`config.mk`:
```
export PLATFORM = sky130hd
export DESIGN_NAME = magnet_io_config
export DESIGN_NICKNAME = d
export VERILOG_FILES = /design/src/hdl/magnet_io_pkg.sv /design/src/hdl/gain_bias.sv /design/src/hdl/magnet_io_config.sv
export SDC_FILE = /design/constraint.sdc
export NUM_CORES = 2
export LEC_CHECK = 0
export ABC_CLOCK_PERIOD_IN_PS = 23900
export BUFFER_PORTS_ARGS = -buffer_cell sky130_fd_sc_hd__buf_2
export CORE_ASPECT_RATIO = 0.5
export CORE_MARGIN = 3
export CORE_UTILIZATION = 35
export CTS_BUF_LIST = sky130_fd_sc_hd__clkbuf_8
export CTS_CLUSTER_DIAMETER = 50
export DETAILED_ROUTE_END_ITERATION = 12
export SYNTH_ARGS = -nofsm -noshare
export SYNTH_HDL_FRONTEND = slang
export SYNTH_HIERARCHICAL = 1
export SYNTH_SLANG_ARGS = --single-unit
```
`constraint.sdc`:
```
create_clock -name clk_sys -period 23.9 [get_ports clk_sys]
set_clock_uncertainty 0.2 [all_clocks]
set_input_delay 0 -clock clk_sys [delete_from_list [all_inputs] [get_ports clk_sys]]
set_output_delay 0 -clock clk_sys [all_outputs]
set_load 0.02 [all_outputs]
```
`src/hdl/magnet_io_pkg.sv`:
```
// Constants, encodings and factory defaults of the magnet I/O setup block.
// Assumes a single system clock and fixed-point settings from the keypad.
package magnet_io_pkg;

  // ==========================================================================
  // Analog input formats
  typedef enum logic [1:0] {
    fmt_0_10v   = 2'h0,
    fmt_bipolar = 2'h1,
    fmt_4_20ma  = 2'h2
  } ain_format_t;

  // ==========================================================================
  // Monitor sources, programmable input functions and link settings
  typedef enum logic [1:0] {
    mon_magnet_current = 2'h0,
    mon_line_voltage   = 2'h1,
    mon_magnet_voltage = 2'h2
  } mon_source_t;

  typedef enum logic [2:0] {
    pin_unused      = 3'h0,
    pin_cur_reduce  = 3'h1,
    pin_dec_lift    = 3'h2,
    pin_fault_major = 3'h3,
    pin_fault_minor = 3'h4,
    pin_fault_reset = 3'h5,
    pin_over_temp   = 3'h6,
    pin_hoist_byp   = 3'h7
  } prog_input_function_t;

  typedef enum logic [1:0] {
    baud_2400  = 2'h0,
    baud_4800  = 2'h1,
    baud_9600  = 2'h2,
    baud_19200 = 2'h3
  } baud_t;

  typedef enum logic [1:0] {
    frame_8e1 = 2'h0,
    frame_8o1 = 2'h1,
    frame_8n1 = 2'h2,
    frame_8n2 = 2'h3
  } frame_t;

  typedef enum logic [1:0] {
    spec_unused = 2'h0,
    spec_multi  = 2'h1,
    spec_step   = 2'h2
  } speed_input_special_function_t;

  typedef enum logic [1:0] {
    rst_disabled = 2'h0,
    rst_fault_no = 2'h1,
    rst_fault_nc = 2'h2
  } reset_func_t;

  typedef enum logic [1:0] {
    en_unused  = 2'h0,
    en_drive   = 2'h1,
    en_battery = 2'h2
  } enable_func_t;

  typedef enum logic [3:0] {
    out_ready    = 4'h0,
    out_fault    = 4'h1,
    out_alarm    = 4'h2,
    out_lift     = 4'h3,
    out_hold     = 4'h4,
    out_drop     = 4'h5,
    out_agree    = 4'h6,
    out_pwr_loss = 4'h7,
    out_battery  = 4'h8
  } out_func_t;

  // ==========================================================================
  // Field limits (gain in 0.01, bias in 0.1 percent units)
  localparam logic [10:0] gain_unity    = 11'h064;
  localparam logic [10:0] gain_max      = 11'h3e8;
  localparam logic [10:0] bias1_max     = 11'h064;
  localparam logic [10:0] bias_wide_max = 11'h3e8;
  localparam logic [15:0] full_scale    = 16'h03e8;
  localparam logic [15:0] sat_max       = 16'h7fff;
  localparam logic [7:0]  gain_shift    = 8'h64;

endpackage

```
`src/hdl/gain_bias.sv`:
```
// Fixed-point gain and bias stage used by the analog paths.
// Assumes signed 0.1 percent samples and a gain in 0.01 steps.
`timescale 1ns/1ps
module gain_bias
  import magnet_io_pkg::*;
(
  input  wire logic               clk_sys,
  input  wire logic               rst_n,
  input  wire logic               ce,
  input  wire logic signed [15:0] sample,
  input  wire logic        [10:0] gain,
  input  wire logic signed [11:0] bias,
  output logic signed      [15:0] result_reg
);

  logic signed [28:0] product;
  logic signed [28:0] sum;
  logic signed [15:0] result_next;

  always_comb
  begin
    product = (sample * $signed({1'b0, gain})) / $signed({1'b0, gain_shift});
    sum = product + bias;
    if (sum > $signed({13'h0, sat_max}))
      result_next = $signed(sat_max);
    else if (sum < -$signed({13'h0, sat_max}))
      result_next = -$signed(sat_max);
    else
      result_next = sum[15:0];
  end

  always_ff @(posedge clk_sys or negedge rst_n)
  begin
    if (!rst_n)
      result_reg <= 16'sh0000;
    else if (ce)
      result_reg <= result_next;
  end

endmodule

```
`src/hdl/magnet_io_config.sv`:
```
// I/O configuration block of a lifting-magnet controller.
// Assumes analog samples are already digital and on the clk_sys domain.
// Notes on behaviour
// - Input 1 takes three formats, input 2 two; default unipolar.
// - Each analog input is multiplied by a 0.00 to 10.00 gain.
// - Signed bias added: input 1 within 10 percent, input 2 within 100.
// - Monitor output scaled by gain; gain three reaches full scale early.
// - Monitor output gets a signed bias up to 100 percent.
// - Monitor source: magnet current, line voltage or magnet voltage.
// - One function setting serves both high and low voltage input.
// - Current reduction lowers hold current, only in lift modes.
// - Decreased lift scales lift and hold current, only lift modes.
// - Major external fault, normally closed, shuts down and logs.
// - Minor external fault logs and blocks the next lift.
// - Fault reset clears a latch only once the fault is gone.
// - Overtemperature function flags magnet heat to logic and operator.
// - Hoist bypass skips remaining lift time into hold.
// - Serial rate selectable 2400 to 19200, default 19200.
// - Eight data bits with 8E1, 8O1, 8N1 or 8N2 framing.
// - Serial port set for point to point or multidrop.
// - Speed inputs special function: unused, multi-magnet, stepped.
// - Reset input disabled, or fault reset normally open or closed.
// - Enable input unused, drive enable, or battery backup.
// - Four programmable outputs each pick a status function.
// - Serial may hand control to hardware; return only by keypad.
// - Maintain clean stops clean on input open; else run full time.
`timescale 1ns/1ps
module magnet_io_config
  import magnet_io_pkg::*;
(
  input  wire logic                            clk_sys,
  input  wire logic                            rst_n,
  input  wire logic                            ce,
  input  wire logic                            cfg_we,
  input  wire logic                            serial_ctl_release,
  input  wire logic                            set_serial_control,
  input  wire ain_format_t                     ain1_format_in,
  input  wire ain_format_t                     ain2_format_in,
  input  wire logic [10:0]                     ain1_gain_in,
  input  wire logic [10:0]                     ain2_gain_in,
  input  wire logic [10:0]                     mon_gain_in,
  input  wire logic signed [11:0]              ain1_bias_in,
  input  wire logic signed [11:0]              ain2_bias_in,
  input  wire logic signed [11:0]              mon_bias_in,
  input  wire mon_source_t                     mon_source_in,
  input  wire prog_input_function_t            prog_input_function_in,
  input  wire baud_t                           baud_in,
  input  wire frame_t                          frame_in,
  input  wire logic                            multidrop_in,
  input  wire speed_input_special_function_t   speed_func_in,
  input  wire reset_func_t                     reset_func_in,
  input  wire enable_func_t                    enable_func_in,
  input  wire logic                            maintain_clean_input_in,
  input  wire out_func_t [3:0]                 out_func_in,
  input  wire logic signed [15:0]              ain1_sample,
  input  wire logic signed [15:0]              ain2_sample,
  input  wire logic signed [15:0]              magnet_current,
  input  wire logic signed [15:0]              line_voltage,
  input  wire logic signed [15:0]              magnet_voltage,
  input  wire logic                            prog_in_hv_pin,
  input  wire logic                            prog_in_lv_pin,
  input  wire logic                            reset_pin,
  input  wire logic                            enable_pin,
  input  wire logic                            clean_pin,
  input  wire logic                            lift_mode,
  input  wire logic                            hold_state,
  input  wire logic                            clean_state,
  input  wire logic                            clean_timer_done,
  input  wire logic                            fault_present,
  input  wire logic [8:0]                      status_in,
  output logic signed [15:0]                   ain1_cmd_reg,
  output logic signed [15:0]                   ain2_cmd_reg,
  output logic signed [15:0]                   mon_out_reg,
  output baud_t                                baud_reg,
  output frame_t                               frame_reg,
  output logic                                 multidrop_reg,
  output speed_input_special_function_t        speed_func_reg,
  output logic                                 serial_control_reg,
  output logic                                 cur_reduce_reg,
  output logic                                 dec_lift_reg,
  output logic                                 shutdown_reg,
  output logic                                 log_event_reg,
  output logic                                 lift_block_reg,
  output logic                                 fault_latch_reg,
  output logic                                 over_temp_reg,
  output logic                                 hoist_bypass_reg,
  output logic                                 lift_allowed_reg,
  output logic                                 battery_mode_reg,
  output logic                                 clean_run_reg,
  output logic [3:0]                           prog_out_reg
);

  // ==========================================================================
  // State record
  typedef struct packed {
    ain_format_t                   ain1_format;
    ain_format_t                   ain2_format;
    logic [10:0]                   ain1_gain;
    logic [10:0]                   ain2_gain;
    logic [10:0]                   mon_gain;
    logic signed [11:0]            ain1_bias;
    logic signed [11:0]            ain2_bias;
    logic signed [11:0]            mon_bias;
    mon_source_t                   mon_source;
    prog_input_function_t          pfunc;
    baud_t                         baud;
    frame_t                        frame;
    logic                          multidrop;
    speed_input_special_function_t speed_func;
    reset_func_t                   reset_func;
    enable_func_t                  enable_func;
    logic                          maintain_clean;
    logic [15:0]                   out_func;
    logic                          serial_control;
    logic [4:0]                    sync1;
    logic [4:0]                    sync2;
    logic                          prog_prev;
    logic                          cur_reduce;
    logic                          dec_lift;
    logic                          shutdown;
    logic                          log_event;
    logic                          lift_block;
    logic                          fault_latch;
    logic                          over_temp;
    logic                          hoist_bypass;
    logic                          lift_allowed;
    logic                          battery_mode;
    logic                          clean_run;
    logic signed [15:0]            mon_sel;
    logic signed [15:0]            ain1_clip;
    logic signed [15:0]            ain2_clip;
    logic [3:0]                    prog_out;
  } state_t;

  state_t st_reg;
  state_t st_next;
  logic   prog_act;
  logic   reset_act;
  logic   enable_act;
  logic   clean_act;
  logic   reset_raw;

  function automatic logic signed [11:0] clamp_bias(
    input logic signed [11:0] value,
    input logic        [10:0] limit
  );
    logic signed [11:0] lim;
    lim = $signed({1'b0, limit});
    if (value > lim)
      clamp_bias = lim;
    else if (value < -lim)
      clamp_bias = -lim;
    else
      clamp_bias = value;
  endfunction

  function automatic logic [10:0] clamp_gain(input logic [10:0] value);
    clamp_gain = (value > gain_max) ? gain_max : value;
  endfunction

  // Limit a sample to the range its format can carry.
  function automatic logic signed [15:0] clip_fmt(
    input logic signed [15:0] value,
    input ain_format_t        fmt
  );
    logic signed [15:0] fs;
    fs = $signed(full_scale);
    if (value > fs)
      clip_fmt = fs;
    else if (fmt != fmt_bipolar && value < 16'sh0000)
      clip_fmt = 16'sh0000;
    else if (value < -fs)
      clip_fmt = -fs;
    else
      clip_fmt = value;
  endfunction

  // ==========================================================================
  // Next state
  always_comb
  begin
    st_next = st_reg;
    st_next.sync1 = {clean_pin, enable_pin, reset_pin,
                     prog_in_lv_pin, prog_in_hv_pin};
    st_next.sync2 = st_reg.sync1;
    prog_act = st_reg.sync2[0] | st_reg.sync2[1];
    reset_raw = st_reg.sync2[2];
    enable_act = st_reg.sync2[3];
    clean_act = st_reg.sync2[4];
    st_next.prog_prev = prog_act;
    if (cfg_we)
    begin
      // Input 2 has no bipolar format
      st_next.ain1_format = ain1_format_in;
      st_next.ain2_format = (ain2_format_in == fmt_bipolar) ?
                            fmt_0_10v : ain2_format_in;
      st_next.ain1_gain = clamp_gain(ain1_gain_in);
      st_next.ain2_gain = clamp_gain(ain2_gain_in);
      st_next.mon_gain = clamp_gain(mon_gain_in);
      st_next.ain1_bias = clamp_bias(ain1_bias_in, bias1_max);
      st_next.ain2_bias = clamp_bias(ain2_bias_in, bias_wide_max);
      st_next.mon_bias = clamp_bias(mon_bias_in, bias_wide_max);
      st_next.mon_source = mon_source_in;
      st_next.pfunc = prog_input_function_in;
      st_next.baud = baud_in;
      st_next.frame = frame_in;
      st_next.multidrop = multidrop_in;
      st_next.speed_func = speed_func_in;
      st_next.reset_func = reset_func_in;
      st_next.enable_func = enable_func_in;
      st_next.maintain_clean = maintain_clean_input_in;
      st_next.out_func = out_func_in;
    end
    if (cfg_we && set_serial_control)
      st_next.serial_control = 1'b1;
    else if (serial_ctl_release)
      st_next.serial_control = 1'b0;
    reset_act = (st_reg.reset_func == rst_fault_no) ? reset_raw :
                (st_reg.reset_func == rst_fault_nc) ? !reset_raw : 1'b0;
    st_next.cur_reduce = (st_reg.pfunc == pin_cur_reduce) && prog_act &&
                         lift_mode && hold_state;
    st_next.dec_lift = (st_reg.pfunc == pin_dec_lift) && prog_act &&
                       lift_mode;
    st_next.over_temp = (st_reg.pfunc == pin_over_temp) && prog_act;
    st_next.hoist_bypass = (st_reg.pfunc == pin_hoist_byp) && prog_act &&
                           !hold_state;
    st_next.log_event = 1'b0;
    // Reset only when fault is gone
    if (((st_reg.pfunc == pin_fault_reset && prog_act) || reset_act) &&
        !fault_present)
    begin
      st_next.fault_latch = 1'b0;
      st_next.shutdown = 1'b0;
      st_next.lift_block = 1'b0;
    end
    if (st_reg.pfunc == pin_fault_major && !prog_act)
    begin
      st_next.shutdown = 1'b1;
      st_next.fault_latch = 1'b1;
      st_next.log_event = !st_reg.shutdown;
    end
    if (st_reg.pfunc == pin_fault_minor && prog_act && !st_reg.prog_prev)
    begin
      st_next.lift_block = 1'b1;
      st_next.log_event = 1'b1;
    end
    st_next.lift_allowed = !st_next.shutdown && !st_next.lift_block &&
                           (st_reg.enable_func != en_drive || enable_act);
    st_next.battery_mode = st_reg.enable_func == en_battery;
    if (!clean_state || clean_timer_done)
      st_next.clean_run = 1'b0;
    else if (clean_act)
      st_next.clean_run = 1'b1;
    else if (st_reg.maintain_clean)
      st_next.clean_run = 1'b0;
    case (st_reg.mon_source)
      mon_line_voltage:   st_next.mon_sel = line_voltage;
      mon_magnet_voltage: st_next.mon_sel = magnet_voltage;
      default:            st_next.mon_sel = magnet_current;
    endcase
    st_next.ain1_clip = clip_fmt(ain1_sample, st_reg.ain1_format);
    st_next.ain2_clip = clip_fmt(ain2_sample, st_reg.ain2_format);
    for (int i = 0; i < 4; i++)
      st_next.prog_out[i] = status_in[st_reg.out_func[i*4 +: 4]];
  end

  // ==========================================================================
  // Registers
  always_ff @(posedge clk_sys or negedge rst_n)
  begin
    if (!rst_n)
    begin
      st_reg <= '0;
      st_reg.ain1_gain <= gain_unity;
      st_reg.ain2_gain <= gain_unity;
      st_reg.mon_gain <= gain_unity;
      st_reg.baud <= baud_19200;
      st_reg.frame <= frame_8e1;
      st_reg.maintain_clean <= 1'b1;
      st_reg.out_func <= {out_pwr_loss, out_alarm, out_fault, out_ready};
      st_reg.lift_allowed <= 1'b1;
    end
    else if (ce)
      st_reg <= st_next;
  end

  gain_bias u_ain1 (
    .clk_sys    (clk_sys),
    .rst_n      (rst_n),
    .ce         (ce),
    .sample     (st_reg.ain1_clip),
    .gain       (st_reg.ain1_gain),
    .bias       (st_reg.ain1_bias),
    .result_reg (ain1_cmd_reg)
  );

  gain_bias u_ain2 (
    .clk_sys    (clk_sys),
    .rst_n      (rst_n),
    .ce         (ce),
    .sample     (st_reg.ain2_clip),
    .gain       (st_reg.ain2_gain),
    .bias       (st_reg.ain2_bias),
    .result_reg (ain2_cmd_reg)
  );

  gain_bias u_mon (
    .clk_sys    (clk_sys),
    .rst_n      (rst_n),
    .ce         (ce),
    .sample     (st_reg.mon_sel),
    .gain       (st_reg.mon_gain),
    .bias       (st_reg.mon_bias),
    .result_reg (mon_out_reg)
  );

  assign baud_reg           = st_reg.baud;
  assign frame_reg          = st_reg.frame;
  assign multidrop_reg      = st_reg.multidrop;
  assign speed_func_reg     = st_reg.speed_func;
  assign serial_control_reg = st_reg.serial_control;
  assign cur_reduce_reg     = st_reg.cur_reduce;
  assign dec_lift_reg       = st_reg.dec_lift;
  assign shutdown_reg       = st_reg.shutdown;
  assign log_event_reg      = st_reg.log_event;
  assign lift_block_reg     = st_reg.lift_block;
  assign fault_latch_reg    = st_reg.fault_latch;
  assign over_temp_reg      = st_reg.over_temp;
  assign hoist_bypass_reg   = st_reg.hoist_bypass;
  assign lift_allowed_reg   = st_reg.lift_allowed;
  assign battery_mode_reg   = st_reg.battery_mode;
  assign clean_run_reg      = st_reg.clean_run;
  assign prog_out_reg       = st_reg.prog_out;
endmodule

```
==> impl_metrics.tcl <==
set metrics [dict create \
    status "finished, final reports clean" \
    grt_pass1_wl_mm 291.0 \
    largest_reg_flops 150 \
    period_share_pct 97.70 \
    dpl-instance-area_mm2 0.06355 \
    numCtsBuffers 45 \
    slowest_delay_ns 0.64 \
    route.detailed.wl_per_inst_um 17.68 \
    regArea_mm2 0.005816 \
    worstSkewPairLatency_ns 0.73 \
    grt_overflow 0 \
    path_max_fanout 11 \
    start_kind "register" \
    highest_layer "met5" \
    ff2ff_path_depth 108 \
    drt_drc_violations_left 0 \
    multi_input_area_mm2 0.04969 \
    drtAntennaViolNets 0 \
    r2r_end "u_ain1/result_reg[0]" \
    route.vias.total 58780 \
    io-pin-count 282 \
    dieWidth_um 561.9 \
    max_freq_mhz 42.83 \
    worstHoldPathCells 5 \
    grt_pass1_vias 56720 \
    cts_root_buffer "clkbuf_8" \
    syn_area_mm2 0.05408 \
    yosys_warnings 6 \
    drtIter0Drc 4258 \
    wl_met3_mm 8.039 \
    cts_tree "yes" \
    path_clk_slew_ns 0.07 \
    dr.pass1.iters 7 \
    start_util_pct 35.43 \
    setup_tns_ns 0 \
    cp.arrival_ns 23.67 \
    htreeDepth 2 \
    design.die.area_mm2 0.1596 \
    area_growth_pct 44.78 \
    worst_slew_pin_slew_ns 1.317 \
    max-cap-violations 0 \
    worstPathRequired_ns 24.22 \
    dr_wl_met2_mm 94.10 \
    core-area_mm2 0.1527 \
    timing.final.max_slew_violations 0 \
    r2r-start "st_reg[172]" \
    finalCriticalPeriod_ns 23.35 \
    async_reset_ff_share_pct 100.0 \
    layout_commonest_cell "buf_4" \
    rsz0062_at_grt "true" \
    synth_edf_count 0 \
    gp_congestion 0.9333 \
    row_count 101 \
    final_nets 9582 \
    hold_violations 0 \
    slew_headroom_pct 11.56 \
    yosysUniqueCellTypes 177 \
    synth_area_per_cell_um2 7.917 \
    end_kind "register" \
    final_core_util_pct 51.29 \
    cts.sinks 229 \
    finalInstanceArea_mm2 0.07830 \
    grt_start_max_net_pins 105 \
    ys.flop_type "dfrtp_1" \
    grt_usage_pct 21.54 \
    ys_top_cells_by_area "fa_1 (18%), dfrtp_1 (9.8%), ha_1 (6.5%)" \
    crit_slowest_cell "dfstp_4" \
    wl_mm 189.4 \
    ys_ff_latch 229 \
    antenna_found_initial 15 \
    viasPerCell 5.487 \
    num-fill-cells 14020 \
    final_layout_size_suffix_gt1_share_pct 32.21 \
    die_h_um 284.0 \
    drt-met1-wl_mm 82.03 \
    min_from "line_voltage[10]" \
    clockBufferDepth 3 \
    r2r_slack_ns 0.55 \
    syn_inst 6831 \
    synth_top_area_share_pct 17.99 \
    synth_top_area_cell "fa_1" \
    final_cell_mix "buf_4 (1133), nand2_1 (839), inv_1 (751), dlygate4sd3_1 (507), fa_1 (455)" \
    hold_class "input pin to register" \
    hold_end "st_reg[46]" \
    syn_nets 7809 \
    port_buffers 281 \
    setup_violations 0 \
    hpwl_mm 134.8 \
    path_class "register to register" \
    seq_area_frac_synth_pct 10.64 \
]
worst max-delay path by stage:
stage	startpoint	end	slack [ns]	cells past startpoint
CTS	st_reg[160]	u_ain2/result_reg[12]	0.002	102
finish	st_reg[172]	u_ain1/result_reg[0]	0.55	108
global placement	st_reg[174]	u_ain1/result_reg[0]	-0.58	101
global route	st_reg[170]	u_ain1/result_reg[0]	-0.57	102
detailed placement	st_reg[174]	u_ain1/result_reg[0]	-0.67	100
floorplan	st_reg[160]	u_ain2/result_reg[13]	0.29	101
final cells by class:
cell class	count	share of cell area (%)
clock inverters	28	0.3148
diodes	13	0.04155
multi-input cells	5535	63.46
inverters	779	3.741
flip-flops and latches	229	7.427
well taps	2060	3.292
repair buffers	2014	20.78
clock buffers	54	0.9492
per-stage QoR:
| stage | worst slack, ns | std cells | hold WS [ns] |
|---|---|---|---|
| after floorplan | 0.2869 | 6831 | -0.4956 |
| after global placement | -0.5833 | 9781 | -0.01300 |
| after detailed placement | -0.6700 | 9781 | -0.01141 |
| after CTS | 0.001812 | 10380 | 0.006643 |
| after global routing | -0.5699 | 10710 | 0.05797 |
| final | 0.5496 | 10710 | 0.07839 |
metal layers:
metal,vias to the layer above,GRT usage (%)
met2,1757,37.99
li1,27730,-
met3,434,2.004
met5,-,0
met4,2,5.819
met1,28850,28.05
synth_stat cells (39+ instances only):
cell type,instances
o211ai_1,75
nand4_1,65
a211oi_1,65
and2_1,245
and3_1,45
nor2_1,408
clkbuf_1,176
buf_2,54
nand3_1,144
o21bai_1,50
mux2i_1,42
xor2_1,114
inv_1,778
dfrtp_1,211
o31ai_1,46
nand2b_1,43
a22oi_1,44
fa_1,486
mux2_2,48
nor3_1,123
a21oi_1,395
xnor2_1,252
nor4_1,39
nand2_1,885
a211o_1,39
a21o_1,84
or3_1,45
o21ai_0,270
a31oi_1,72
ha_1,281
o21ai_1,85
o21a_1,69
worst max-delay path, delay by kind of cell (launching register included):
| kind | cells | cell delay, ns |
|---|---|---|
| buffers and inverters | 17 | 2.02 |
| muxes | 2 | 0.57 |
| DFF | 1 | 0.64 |
| and+or+nand+nor | 22 | 4.91 |
| AOI/OAI and AO/OA | 57 | 10.99 |
| xor gates and xnor gates | 2 | 0.39 |
| adders and majority gates | 8 | 3.42 |
cells by family (layout without fill, tap and decap cells):
group | after synthesis | in the layout | synth area share, %
AOI/OAI and AO/OA | 1959 | 1960 | 26.87
adders and majority gates | 772 | 772 | 24.58
and+or+nand+nor | 2308 | 2310 | 21.01
buffers and inverters | 1072 | 2875 | 8.040
muxes | 109 | 109 | 2.408
other | 0 | 13 | 0
DFF | 229 | 229 | 10.64
xor gates and xnor gates | 382 | 384 | 6.450
repair_timing:
| action | in CTS | in global routing |
|---|---|---|
| cloned | 0 | 9 |
| gates resized for setup | 64 | 1225 |
| pin swaps | 9 | 569 |
| hold buffers | 508 | 0 |
| endpoints found under the hold margin | 309 | 0 |
| buffers inserted | 8 | 315 |
| endpoints found under the setup margin | 46 | 48 |
Power is not shown: default switching activity piles up to over one toggle a cycle in this logic, so the estimate is an artifact.
